--- config.mk ---
export PLATFORM = sky130hd
export DESIGN_NAME = ppsl_status_core
export DESIGN_NICKNAME = d
export VERILOG_FILES = /design/src/logic/ppsl_pkg.sv /design/src/logic/ppsl_status_core.sv /design/src/logic/ppsl_pin_sync.sv
export SDC_FILE = /design/constraint.sdc
export NUM_CORES = 1
export LEC_CHECK = 0
export ABC_AREA = 1
export BUFFER_PORTS_ARGS = -buffer_cell sky130_fd_sc_hd__buf_2
export CORE_MARGIN = 8
export CORE_UTILIZATION = 35
export DETAILED_ROUTE_END_ITERATION = 7
export PLACE_DENSITY = 0.59
export SYNTH_ARGS = -nofsm -noshare
export SYNTH_HDL_FRONTEND = slang
export SYNTH_SLANG_ARGS = --single-unit
--- constraint.sdc ---
create_clock -name sys_clk -period 7.3 [get_ports sys_clk]
set_clock_uncertainty 0.15 [all_clocks]
set_input_delay 0.73 -clock sys_clk [delete_from_list [all_inputs] [get_ports sys_clk]]
set_output_delay 0.73 -clock sys_clk [all_outputs]
set_load 0.03 [all_outputs]
--- src/logic/ppsl_pkg.sv ---
// constants shared by the positioner process-data and status-word logic
package ppsl_pkg;

  // process-data frame identifiers, node address is added
  localparam logic [10:0] RPDO_ID_BASE = 11'h200;
  localparam logic [10:0] TPDO_ID_BASE = 11'h180;

  // parameter indices reachable through the register port
  localparam logic [15:0] IDX_TARGET = 16'h2001;
  localparam logic [15:0] IDX_ACTUAL = 16'h2003;
  localparam logic [15:0] IDX_WINDOW = 16'h2006;
  localparam logic [15:0] IDX_CONTROL = 16'h2024;
  localparam logic [15:0] IDX_STATUS = 16'h2025;
  localparam logic [15:0] IDX_SPEED = 16'h2030;
  localparam logic [15:0] IDX_VOLT_LIMIT = 16'h203C;
  localparam logic [15:0] IDX_TEMP_LIMIT = 16'h203E;

  // frame byte layout as bit positions (little-endian bytes)
  localparam int CW_LSB = 0;
  localparam int SPEED_LSB = 16;
  localparam int POS_LSB = 32;

  // control word bits
  localparam int CW_MAN_UP = 0;
  localparam int CW_MAN_DOWN = 1;
  localparam int CW_XFER = 2;
  localparam int CW_RELEASE = 4;
  localparam int CW_REF_LOOP = 7;

  // status word bits
  localparam int ST_REACHED = 0;
  localparam int ST_DRAG = 1;
  localparam int ST_JOG_REV = 2;
  localparam int ST_JOG_FWD = 3;
  localparam int ST_POWER_OK = 4;
  localparam int ST_ABORTED = 5;
  localparam int ST_RUNNING = 6;
  localparam int ST_OVERTEMP = 7;
  localparam int ST_AGAINST_LOOP = 8;
  localparam int ST_ERROR = 9;
  localparam int ST_BLOCKED = 10;
  localparam int ST_DISPLACED = 11;
  localparam int ST_BAD_TARGET = 12;
  localparam int ST_POWER_MISSED = 13;
  localparam int ST_POS_LIMIT = 14;
  localparam int ST_NEG_LIMIT = 15;

  // supply corridor upper bound and temperature hysteresis
  localparam int MOTOR_MAX_V = 30;
  localparam logic [15:0] MOTOR_MAX_MV = 16'(MOTOR_MAX_V * 1000);
  localparam logic [8:0] TEMP_HYST_C = 9'h005;

  // reset values of the writable parameters and of the read-only status word
  localparam logic [31:0] WINDOW_RESET = 32'h0000_000A;
  localparam logic [15:0] VOLT_LIMIT_RESET = 16'h4650;
  localparam logic [7:0] TEMP_LIMIT_RESET = 8'h50;
  localparam logic [15:0] CONTROL_RESET = 16'h0000;
  localparam logic [15:0] STATUS_RESET = 16'h0000;

  typedef enum logic [1:0] {
    RUN_IDLE,
    RUN_POSITION,
    RUN_MANUAL,
    RUN_REF_LOOP
  } ppsl_run_e;

endpackage : ppsl_pkg

--- src/logic/ppsl_status_core.sv ---
// process-data framing, run command decode and status word of the positioner
// Overview of operation
// - receive frame identifier is 200h plus node
// - bytes 0,1 control word, bytes 2,3 ignored
// - bytes 4-7 carry 32-bit target position
// - transmit frame identifier is 180h plus node
// - transmit status, speed, actual position in order
// - bit 0 set on reaching target
// - bit 0 cleared by far target, manual, invalid
// - bit 1 drag error, cleared by run command
// - bits 2,3 follow reverse and forward keys
// - bit 4 supply inside lower limit and 30V
// - bit 5 release withdrawn positioning abort, cleared next run
// - bit 6 follows drive rotating
// - bit 7 overtemperature with 5 degree hysteresis
// - bit 8 motion against loop direction
// - bit 9 calculation error, cleared by reference loop
// - error refuses all but reference loop
// - bit 10 block abort, cleared by new positioning
// - bit 11 external displacement at standstill
// - bit 12 invalid target, cleared by valid
// - bit 13 supply outside corridor at start/run
// - bits 14,15 range limits outside positioning runs
// - range limit bits cleared on any run start
// - runs need release; withdrawal aborts, sets bit 5 in positioning runs only
// - frame target starts only with transfer bit
module ppsl_status_core
  import ppsl_pkg::*;
(
  input wire logic sys_clk,
  input wire logic rst,
  input wire logic [6:0] nodeAddrPin,
  input wire logic jogRevKeyPin,
  input wire logic jogFwdKeyPin,
  input wire logic rxValid,
  input wire logic [10:0] rxId,
  input wire logic [63:0] rxData,
  output logic txValid,
  input wire logic txReady,
  output logic [10:0] txId,
  output logic [63:0] txData,
  input wire logic regWrite,
  input wire logic regRead,
  input wire logic [15:0] regIndex,
  input wire logic [31:0] regWrData,
  output logic [31:0] regRdData,
  output logic regAck,
  output logic regErr,
  input wire logic [31:0] actualPosition,
  input wire logic [15:0] currentSpeed,
  input wire logic [15:0] motorMillivolt,
  input wire logic [7:0] temperatureC,
  input wire logic mcRotating,
  input wire logic mcAgainstLoop,
  input wire logic mcTargetReached,
  input wire logic mcRefLoopDone,
  input wire logic mcRefLoopOk,
  input wire logic mcRunDone,
  input wire logic mcAccelShort,
  input wire logic mcCalcFault,
  input wire logic mcBlockAbort,
  input wire logic mcDisplaced,
  input wire logic mcTargetValid,
  input wire logic mcTargetInvalid,
  input wire logic mcPosLimitHit,
  input wire logic mcNegLimitHit,
  output logic cmdStartPosition,
  output logic cmdStartManual,
  output logic cmdManualUp,
  output logic cmdStartRefLoop,
  output logic cmdAbort,
  output logic [31:0] cmdTarget,
  output logic [15:0] cmdControl
);

  // pin capture
  logic [6:0] nodeAddr;
  logic jogRev;
  logic jogFwd;

  ppsl_pin_sync #(
    .WIDTH(9)
  ) uPinSync (
    .sys_clk(sys_clk),
    .rst(rst),
    .pinIn({jogRevKeyPin, jogFwdKeyPin, nodeAddrPin}),
    .syncOut({jogRev, jogFwd, nodeAddr})
  );

  // receive frame decode
  logic rxHit;
  logic [15:0] pdoControl;
  logic [31:0] pdoTarget;

  assign rxHit = rxValid && (nodeAddr != 7'h00) && (rxId == (RPDO_ID_BASE + {4'h0, nodeAddr}));
  assign pdoControl = rxData[CW_LSB +: 16];
  assign pdoTarget = rxData[POS_LSB +: 32];

  // parameter and control state
  logic [15:0] control_r, control_nxt;
  logic [31:0] target_r, target_nxt;
  logic [31:0] window_r, window_nxt;
  logic [15:0] voltLimit_r, voltLimit_nxt;
  logic [7:0] tempLimit_r, tempLimit_nxt;
  logic targetPend_r, targetPend_nxt;
  ppsl_run_e runMode_r, runMode_nxt;
  // status is read by the register port and gates run starts, so it is declared here
  logic [15:0] status_r, status_nxt;
  logic xferEvt;
  logic posStart, manStart, refStart, abortEvt, manStop, anyStart;
  logic relOld, relNew, manReqOld, manReqNew, refReqOld, refReqNew;
  logic [31:0] regRdData_nxt;
  logic regErr_nxt;

  always_comb begin
    control_nxt = control_r;
    target_nxt = target_r;
    window_nxt = window_r;
    voltLimit_nxt = voltLimit_r;
    tempLimit_nxt = tempLimit_r;
    xferEvt = 1'b0;
    regErr_nxt = 1'b0;
    regRdData_nxt = 32'h0000_0000;
    if (regWrite) begin
      unique case (regIndex)
        IDX_TARGET: begin
          target_nxt = regWrData;
          xferEvt = 1'b1;
        end
        IDX_CONTROL: control_nxt = regWrData[15:0];
        IDX_WINDOW: window_nxt = regWrData;
        IDX_VOLT_LIMIT: voltLimit_nxt = regWrData[15:0];
        IDX_TEMP_LIMIT: tempLimit_nxt = regWrData[7:0];
        default: regErr_nxt = 1'b1;
      endcase
    end else if (regRead) begin
      unique case (regIndex)
        IDX_TARGET: regRdData_nxt = target_r;
        IDX_ACTUAL: regRdData_nxt = actualPosition;
        IDX_WINDOW: regRdData_nxt = window_r;
        IDX_CONTROL: regRdData_nxt = {16'h0000, control_r};
        IDX_STATUS: regRdData_nxt = {16'h0000, status_r};
        IDX_SPEED: regRdData_nxt = {16'h0000, currentSpeed};
        IDX_VOLT_LIMIT: regRdData_nxt = {16'h0000, voltLimit_r};
        IDX_TEMP_LIMIT: regRdData_nxt = {24'h000000, tempLimit_r};
        default: regErr_nxt = 1'b1;
      endcase
    end
    // a frame arriving with a register write overrides the same fields
    if (rxHit) begin
      control_nxt = pdoControl;
      target_nxt = pdoTarget;
      xferEvt = pdoControl[CW_XFER];
    end
  end

  // run command decode
  always_comb begin
    relOld = control_r[CW_RELEASE];
    relNew = control_nxt[CW_RELEASE];
    manReqOld = relOld && (control_r[CW_MAN_UP] || control_r[CW_MAN_DOWN]);
    manReqNew = relNew && (control_nxt[CW_MAN_UP] || control_nxt[CW_MAN_DOWN]);
    refReqOld = relOld && control_r[CW_REF_LOOP];
    refReqNew = relNew && control_nxt[CW_REF_LOOP];
    // reference loop is the only run allowed while the error flag stands
    refStart = refReqNew && !refReqOld;
    posStart = !refStart && relNew && !status_r[ST_ERROR] &&
               (xferEvt || (!relOld && targetPend_r));
    manStart = !refStart && !posStart && manReqNew && !manReqOld && !status_r[ST_ERROR];
    anyStart = refStart || posStart || manStart;
    // release falling mid-run stops whatever kind of run is active
    abortEvt = relOld && !relNew && (runMode_r != RUN_IDLE);
    manStop = (runMode_r == RUN_MANUAL) && relNew && !manReqNew && !anyStart;
    targetPend_nxt = targetPend_r;
    if (xferEvt && !relNew) begin
      targetPend_nxt = 1'b1;
    end else if (posStart || refStart) begin
      targetPend_nxt = 1'b0;
    end
    runMode_nxt = runMode_r;
    unique case (runMode_r)
      RUN_IDLE, RUN_POSITION, RUN_MANUAL, RUN_REF_LOOP: begin
        if (refStart) begin
          runMode_nxt = RUN_REF_LOOP;
        end else if (posStart) begin
          runMode_nxt = RUN_POSITION;
        end else if (manStart) begin
          runMode_nxt = RUN_MANUAL;
        end else if (abortEvt || manStop || mcRunDone || mcBlockAbort) begin
          runMode_nxt = RUN_IDLE;
        end
      end
    endcase
  end

  always_ff @(posedge sys_clk) begin
    if (rst) begin
      control_r <= CONTROL_RESET;
      target_r <= 32'h0000_0000;
      window_r <= WINDOW_RESET;
      voltLimit_r <= VOLT_LIMIT_RESET;
      tempLimit_r <= TEMP_LIMIT_RESET;
      targetPend_r <= 1'b0;
      runMode_r <= RUN_IDLE;
      regRdData <= 32'h0000_0000;
      regAck <= 1'b0;
      regErr <= 1'b0;
      cmdStartPosition <= 1'b0;
      cmdStartManual <= 1'b0;
      cmdManualUp <= 1'b0;
      cmdStartRefLoop <= 1'b0;
      cmdAbort <= 1'b0;
    end else begin
      control_r <= control_nxt;
      target_r <= target_nxt;
      window_r <= window_nxt;
      voltLimit_r <= voltLimit_nxt;
      tempLimit_r <= tempLimit_nxt;
      targetPend_r <= targetPend_nxt;
      runMode_r <= runMode_nxt;
      regRdData <= regRdData_nxt;
      regAck <= regWrite || regRead;
      regErr <= regErr_nxt;
      cmdStartPosition <= posStart;
      cmdStartManual <= manStart;
      cmdManualUp <= manStart ? control_nxt[CW_MAN_UP] : cmdManualUp;
      cmdStartRefLoop <= refStart;
      cmdAbort <= abortEvt || manStop;
    end
  end

  assign cmdTarget = target_r;
  assign cmdControl = control_r;

  // status word
  logic [15:0] stSet, stClr;
  logic inCorridor;
  logic [32:0] posDiff;
  logic [32:0] posDist;
  logic farTarget;
  logic tempHigh, tempLow;
  logic limitAllowed;

  always_comb begin
    inCorridor = (motorMillivolt > voltLimit_r) && (motorMillivolt < MOTOR_MAX_MV);
    // signed distance one bit wider, so targets far apart cannot wrap
    posDiff = 33'($signed({target_nxt[31], target_nxt}) - $signed({actualPosition[31], actualPosition}));
    posDist = posDiff[32] ? 33'(-posDiff) : posDiff;
    farTarget = posDist > {1'b0, window_r};
    tempHigh = temperatureC > tempLimit_r;
    tempLow = ({1'b0, temperatureC} + TEMP_HYST_C) < {1'b0, tempLimit_r};
    limitAllowed = (runMode_r != RUN_POSITION);
    stSet = 16'h0000;
    stClr = 16'h0000;
    // set terms
    stSet[ST_REACHED] = mcTargetReached ||
                        (mcRefLoopDone && mcRefLoopOk && (actualPosition == target_r));
    stSet[ST_DRAG] = mcAccelShort;
    stSet[ST_ABORTED] = abortEvt && (runMode_r == RUN_POSITION);
    stSet[ST_OVERTEMP] = tempHigh;
    stSet[ST_AGAINST_LOOP] = mcAgainstLoop && (runMode_r != RUN_IDLE);
    stSet[ST_ERROR] = mcCalcFault;
    stSet[ST_BLOCKED] = mcBlockAbort;
    stSet[ST_DISPLACED] = mcDisplaced && !mcRotating;
    stSet[ST_BAD_TARGET] = mcTargetInvalid;
    stSet[ST_POWER_MISSED] = ((posStart || refStart) && !inCorridor) ||
                             ((runMode_r != RUN_IDLE) && !inCorridor);
    stSet[ST_POS_LIMIT] = mcPosLimitHit && limitAllowed;
    stSet[ST_NEG_LIMIT] = mcNegLimitHit && limitAllowed;
    // clear terms
    stClr[ST_REACHED] = (xferEvt && farTarget) || manStart || mcTargetInvalid || mcDisplaced;
    stClr[ST_DRAG] = anyStart;
    stClr[ST_ABORTED] = anyStart;
    stClr[ST_OVERTEMP] = tempLow;
    stClr[ST_AGAINST_LOOP] = (mcTargetReached && !mcAgainstLoop) || mcRefLoopDone;
    stClr[ST_ERROR] = mcRefLoopDone && mcRefLoopOk;
    stClr[ST_BLOCKED] = posStart || (mcRefLoopDone && mcRefLoopOk);
    stClr[ST_DISPLACED] = posStart || (mcRefLoopDone && mcRefLoopOk);
    stClr[ST_BAD_TARGET] = mcTargetValid;
    stClr[ST_POWER_MISSED] = (posStart || refStart) && inCorridor;
    stClr[ST_POS_LIMIT] = anyStart;
    stClr[ST_NEG_LIMIT] = anyStart;
    // an event in the clearing cycle wins
    status_nxt = (status_r & ~stClr) | stSet;
    status_nxt[ST_JOG_REV] = jogRev;
    status_nxt[ST_JOG_FWD] = jogFwd;
    status_nxt[ST_POWER_OK] = inCorridor;
    status_nxt[ST_RUNNING] = mcRotating;
  end

  always_ff @(posedge sys_clk) begin
    if (rst) begin
      status_r <= STATUS_RESET;
    end else begin
      status_r <= status_nxt;
    end
  end

  // transmit frame on every status change while the node address is not 0
  logic txPend_r, txPend_nxt;
  logic txValid_r, txValid_nxt;
  logic [63:0] txData_r, txData_nxt;
  logic [10:0] txId_r, txId_nxt;
  logic txLaunch;

  always_comb begin
    // node 0 sends nothing; the pending flag waits for a valid address
    // changes during an outstanding frame fold into the next one
    txLaunch = !txValid_r && txPend_r && (nodeAddr != 7'h00);
    txPend_nxt = (txPend_r && !txLaunch) || (status_nxt != status_r);
    txValid_nxt = txValid_r;
    txData_nxt = txData_r;
    txId_nxt = txId_r;
    if (txValid_r && txReady) begin
      txValid_nxt = 1'b0;
    end else if (txLaunch) begin
      // frame content is frozen here and held until accepted
      txValid_nxt = 1'b1;
      txId_nxt = TPDO_ID_BASE + {4'h0, nodeAddr};
      txData_nxt = {actualPosition, currentSpeed, status_r};
    end
  end

  always_ff @(posedge sys_clk) begin
    if (rst) begin
      txPend_r <= 1'b0;
      txValid_r <= 1'b0;
      txData_r <= 64'h0000_0000_0000_0000;
      txId_r <= 11'h000;
    end else begin
      txPend_r <= txPend_nxt;
      txValid_r <= txValid_nxt;
      txData_r <= txData_nxt;
      txId_r <= txId_nxt;
    end
  end

  assign txValid = txValid_r;
  assign txData = txData_r;
  assign txId = txId_r;

endmodule : ppsl_status_core

--- src/logic/ppsl_pin_sync.sv ---
// two-stage synchroniser for asynchronous pin inputs
module ppsl_pin_sync #(
  parameter int WIDTH = 1
) (
  input wire logic sys_clk,
  input wire logic rst,
  input wire logic [WIDTH-1:0] pinIn,
  output logic [WIDTH-1:0] syncOut
);

  logic [WIDTH-1:0] stage1_r;
  logic [WIDTH-1:0] stage2_r;

  genvar i;
  generate
    for (i = 0; i < WIDTH; i++) begin : gBit
      always_ff @(posedge sys_clk) begin
        if (rst) begin
          stage1_r[i] <= 1'b0;
          stage2_r[i] <= 1'b0;
        end else begin
          stage1_r[i] <= pinIn[i];
          stage2_r[i] <= stage1_r[i];
        end
      end
    end
  endgenerate

  assign syncOut = stage2_r;

endmodule : ppsl_pin_sync

---- Yosys cells after proc, flatten, opt, wreduce, memory -nomap -nowiden ----
Index checks and enable logic that the tools add are counted.
word-level totals
  flip-flop bits (word level) ............. 257
  bits of input ports ..................... 224
  output and inout port bits .............. 163
  word-level logic and storage cells ...... 177
cells by class
  add/sub/neg operators ................... 5
  $lt $le $gt $ge ......................... 5
  equality and inequality tests ........... 16
  mux-type cells .......................... 22
  bitwise operators ....................... 5
  reduce and logical (&&, ||, !) cells .... 85
operators with widths
  kind                                                                     count
  32-bit one-hot mux with 8 select lines                                   1
  16-bit by 14-bit == test with 1-bit output (second input constant)       8
  32-bit two-way mux                                                       3
  16-bit two-way mux                                                       3
  1-bit logical AND                                                        38
  33-bit by 32-bit > comparator with 1-bit output                          1
  33-bit two-way mux                                                       1
  33-bit negator                                                           1
  32-bit by 32-bit subtractor with 33-bit output                           1
  32-bit == test                                                           1
  1-bit logical OR                                                         17
  16-bit AND                                                               1
  16-bit > comparator                                                      1
  16-bit by 15-bit < comparator with 1-bit output (second input constant)  1
  16-bit inequality test                                                   1
  16-bit inverter                                                          1
  16-bit bitwise OR                                                        1
  1-bit zero test                                                          14
  10-bit by 7-bit adder with 11-bit output (first input constant)          1
  11-bit == test                                                           1
  9-bit by 7-bit adder with 10-bit output (first input constant)           1
  2-bit two-way mux                                                        5
  2-bit AND reduction                                                      5
  8-bit by 3-bit adder with 9-bit output (second input constant)           1
  16 further kinds                                                         29

---- Longest topological paths before layout ----
  depth in word-level cells ............... 26
  mapped depth ............................ 48

---- By module ----
A second synthesis with hierarchy kept.
second synthesis, totals
  cell total of the unflattened synthesis .. 2508
  area, all modules ....................... 16390.7 um^2
by module, submodules not included
  module            instances  cells an instance  area an instance (um^2)  seq. area each (um^2)
  ppsl_status_core  1          2452               15869.0                  4724.5
  ppsl_pin_sync     1          56                 521.8                    360.3

---- Worst setup path before layout ----
No wires, ideal clock.
  kind .................................... input to register
  from .................................... in regIndex[7]
  to ...................................... reg txPend_r
  setup time .............................. 0.132 ns
  arrival ................................. 5.513 ns
  required time ........................... 7.018 ns
  setup slack ............................. 1.505 ns
  cell stages on the path ................. 42
  path buffers ............................ 2
  cells stage by stage .................... nor2_1 -> nand2_1 -> nor2_1 -> nand3_1 -> nor2_1 -> clkbuf_1 -> inv_2 -> clkbuf_1 -> a211oi_1 -> a21oi_1 -> ha_1 -> inv_1 -> fa_1 -> inv_1 -> ha_1 -> inv_1 -> nor2_1 -> nand3_1 -> (+6 left out) -> o31ai_1 -> xnor2_1 -> ha_1 -> a21oi_1 -> o21ai_0 -> a21oi_1 -> o21ba_2 -> nand2_1 -> nand2_1 -> nand2_1 -> nand2_1 -> nand2_1 -> nand2_1 -> nand2_1 -> nand2_1 -> nand2_1 -> nand3_1 -> a21oi_1
between the ends
  word-level cells in the longest chain between the ends .. 23
  elaborated cells on any way between the ends .. 48
RTL lines
  what                                                                                                     RTL line                 source
  from (decl)                                                                                              ppsl_status_core.sv:44   input wire logic [15:0] regIndex,
  parallel branches: the longest is 20 deep, another holds 32-bit by 32-bit subtractor with 33-bit output  n/a
  16-bit bitwise OR (*)                                                                                    ppsl_status_core.sv:284  status_nxt = (status_r & ~stClr) | stSet;
  16-bit inequality test (*)                                                                               ppsl_status_core.sv:310  txPend_nxt = (txPend_r && !txLaunch) || (status_nxt != status_r);
  1-bit logical OR (*)                                                                                     ppsl_status_core.sv:310
  to (signal assigned)                                                                                     ppsl_status_core.sv:331  txPend_r <= txPend_nxt;
  to (decl)                                                                                                ppsl_status_core.sv:300  logic txPend_r, txPend_nxt;
Every way passes the cells marked *. The select of a mux whose other input is x is not followed.
A chain may end at the register's enable or synchronous reset.

---- Worst setup path in the final report ----
  from .................................... in regIndex[7]
  to ...................................... reg txPend_r
between the ends
  elaborated cells on any way between the ends .. 48
RTL lines
  what                                                 RTL line                 source
  16-bit by 14-bit == test with 1-bit output (*)       ppsl_status_core.sv:125  unique case (regIndex)
  32-bit two-way mux (*)                               ppsl_status_core.sv:125
  32-bit two-way mux (*)                               ppsl_status_core.sv:124  if (regWrite) begin
  32-bit two-way mux (*)                               ppsl_status_core.sv:150  if (rxHit) begin
  net target_nxt[13]                                   ppsl_status_core.sv:101  logic [31:0] target_r, target_nxt;
  32-bit by 32-bit subtractor with 33-bit output (*)   ppsl_status_core.sv:247  posDiff = 33'($signed({target_nxt[31], target_nxt}) - $signed({actualPosition[31], actualPosition}));
  33-bit negator                                       ppsl_status_core.sv:248  posDist = posDiff[32] ? 33'(-posDiff) : posDiff;
  33-bit two-way mux (*)                               ppsl_status_core.sv:248
  33-bit by 32-bit > comparator with 1-bit output (*)  ppsl_status_core.sv:249  farTarget = posDist > {1'b0, window_r};
  1-bit logical AND (*)                                ppsl_status_core.sv:271  stClr[ST_REACHED] = (xferEvt && farTarget) || manStart || mcTargetInvalid || mcDisplaced;
  1-bit logical OR (*) (3 in a row)                    ppsl_status_core.sv:271
  16-bit inverter (*)                                  ppsl_status_core.sv:284
  16-bit AND (*)                                       ppsl_status_core.sv:284
  16-bit bitwise OR (*)                                ppsl_status_core.sv:284
  16-bit inequality test (*)                           ppsl_status_core.sv:310
  1-bit logical OR (*)                                 ppsl_status_core.sv:310
The timed path passes the listed nets; every way through them passes the cells marked *. The select of a mux whose other input is x is not followed.

==> impl_metrics.json <==
{
  "finalSetupTns_ps": 0,
  "drtPass1Iterations": 5,
  "netlist.area_leader.share": 0.313,
  "gp_congestion": 0.936,
  "grt-ovfl-total": 0,
  "cts_resized": 0,
  "synthArstFlopShare": 0,
  "hold_violations": 0,
  "cp-startpoint": "regIndex[7]",
  "critPathCaptureType": "register",
  "final_cell_mix": "496 x nand2_1, 396 x inv_1, 367 x buf_2, 273 x nor2_1, 254 x dfxtp_1",
  "fmax_mhz": 159,
  "p_comb_frac": 0.163,
  "nets": 3124,
  "cts_buffer_depth": 3,
  "crit_top_cell": "nand2_1",
  "vias_per_cell": 5.21,
  "place_hpwl_um": 56500,
  "core_mm2": 0.0462,
  "slew_headroom": 0.273,
  "syn_area_per_cell_um2": 6.59,
  "r2r-start": "uPinSync.syncOut[3]",
  "worst_slew_pin_slew_ps": 1090,
  "switching_share": 0.294,
  "final_common_cell": "nand2_1",
  "cts_hold_buffers": 0,
  "fin_crit_ps": 6310,
  "fill_cells": 4827,
  "netlist_area_mm2": 0.0162,
  "antenna_found_initial": 4,
  "detail-route-antenna-nets": 0,
  "crit_required_ps": 7660,
  "fin_crit_sh": 0.864,
  "yosys-top-cells-area": "dfxtp_1 31%, nand2_1 11%, inv_1 9.2%",
  "clock-root-buffer": "clkbuf_16",
  "rsz0062_at_grt": "false",
  "drt_iter0_drc": 1583,
  "die-height_um": 231,
  "wirelength_um": 69800,
  "synthCells": 2465,
  "arrival_ps": 6670,
  "grt.total_usage": 0.249,
  "grt_pass1_vias": 17200,
  "fin_ws_ps": 994,
  "synth_top_area_cell": "dfxtp_1",
  "critPathSlowestCell": "a211oi_1",
  "placed_area_mm2": 0.0187,
  "ys_seq_elements": 254,
  "avgRoutedWirePerCell_um": 20.4,
  "cts-buffers-inserted": 30,
  "grt_pass1_wl_um": 104000,
  "vdd_ir_drop_max_mv": 0.177,
  "remaining_drc_errors": 0,
  "min-delay-path-class": "in -> reg",
  "cp-start-kind": "primary input",
  "clock_sinks": 254,
  "design_area_mm2": 0.0197,
  "post_cts_buffers": 0,
  "slew_violations": 0,
  "die_area_mm2": 0.0536,
  "layout-drive-gt1-share": 0.178,
  "slowest_delay_ps": 530,
  "dp_slack_ps": 559,
  "io_pins": 387,
  "path_class": "in -> reg",
  "port_buffers": 368,
  "setup_viol": 0,
  "initial_utilization": 0.352,
  "clk_pin_slew_ps": 60,
  "num_rows": 79,
  "cellPowerDensity_mw_per_mm2": 186,
  "cts.htree.levels": 1,
  "grt_max_degree": 101,
  "yosysUniqueCellTypes": 57,
  "maxCapViolations": 0,
  "p_leak_uw": 0.00984,
  "internal-power_uw": 2590,
  "cts_tree": "yes",
  "clk_latency_ps": 600,
  "yosys_warnings": 0,
  "vias": 17900,
  "status": "complete, no violations",
  "die_w_um": 231,
  "synth-main-ff-cell": "dfxtp_1",
  "power_switching_uw": 1080,
  "synth-seq-area-share": 0.313,
  "hold_start": "txReady",
  "pwr-share-clk": 0.438,
  "synthToLayoutAreaGrowth_pct": 21.5,
  "synth-edff-count": 0,
  "path_max_fanout": 13,
  "pwr-share-seq": 0.399
}
[routing by layer]
metal,wire length [µm],track usage
met1,29800,0.319
met2,33200,0.425
met3,4730,0.0379
met4,2060,0.0742
met5,11,0
[power by group through the flow]
stage / clock [µW] / combinational [µW] / sequential, µW
after floorplan: 0 / 280 / 1580
after CTS: 1640 / 598 / 1460
after global placement: 0 / 588 / 1490
after global routing: 1690 / 658 / 1470
final: 1610 / 598 / 1470
after detailed placement: 0 / 595 / 1490
[kinds of logic (layout without fill, tap and decap cells)]
group,after synthesis,count (layout),synth area share
XOR/XNOR,60,60,0.0328
other,1,5,0.000231
AO/OA/AOI/OAI,559,559,0.200
flip-flops,254,254,0.313
adder cells (fa/ha/maj),102,102,0.0790
AND/OR/NAND/NOR,987,987,0.257
buffers and inverters,502,855,0.117
[cell usage after synthesis (all sizes together) (32+ instances only)]
master  count
nand2     508
inv       410
nor2      289
dfxtp     254
a21oi     224
o21ai     155
nand3     107
ha        101
clkbuf     81
a211oi     60
o22ai      44
xor2       32
[cell type report]
class,instances,area (µm²),area share
antenna,3,7.51,0.000380
multi-input combinational,1710,9270,0.470
clock inverter,13,198,0.0100
tap,607,759,0.0385
timing repair buffer,389,2000,0.101
clock buffer,40,858,0.0435
sequential,254,5080,0.258
inverter,413,1550,0.0786
[state kept, by name (all words and copies together), names as in the netlist, 2 cells and up]
register / flops
uPinSync.syncOut: 9
status_r: 16
txId: 8
voltLimit_r: 16
cmdControl: 16
uPinSync.stage1_r: 9
window_r: 32
txData: 64
regRdData: 32
tempLimit_r: 8
cmdTarget: 32
runMode_r: 2
[per-stage QoR]
step / utilization / hold slack (ps) / power, µW / cells
floorplan: - / 238 / 1860 / 2466
global placement: 0.404 / 247 / 2080 / 3373
detailed placement: 0.404 / 249 / 2090 / 3373
CTS: 0.427 / 143 / 3700 / 3426
global route: 0.428 / 153 / 3820 / 3429
finish: 0.428 / 175 / 3670 / 3429
[path summary, 6_finish.rpt]
kind                         end  slack [ps]  cells past startpoint
max                     txPend_r         990                     41
min                      txValid         180                      2
max reg2reg             txPend_r        1070                     44
min reg2reg  uPinSync.syncOut[5]         260                      2
[critical path, delay by kind of cell]
kind / cells / cell delay (ps)
xor gates and xnor gates: 2 / 380
adders and majority gates: 2 / 680
AOI/OAI and AO/OA: 5 / 1120
and+or+nand+nor: 26 / 3040
buffers and inverters: 6 / 670
(Power assumes the default switching activity.)
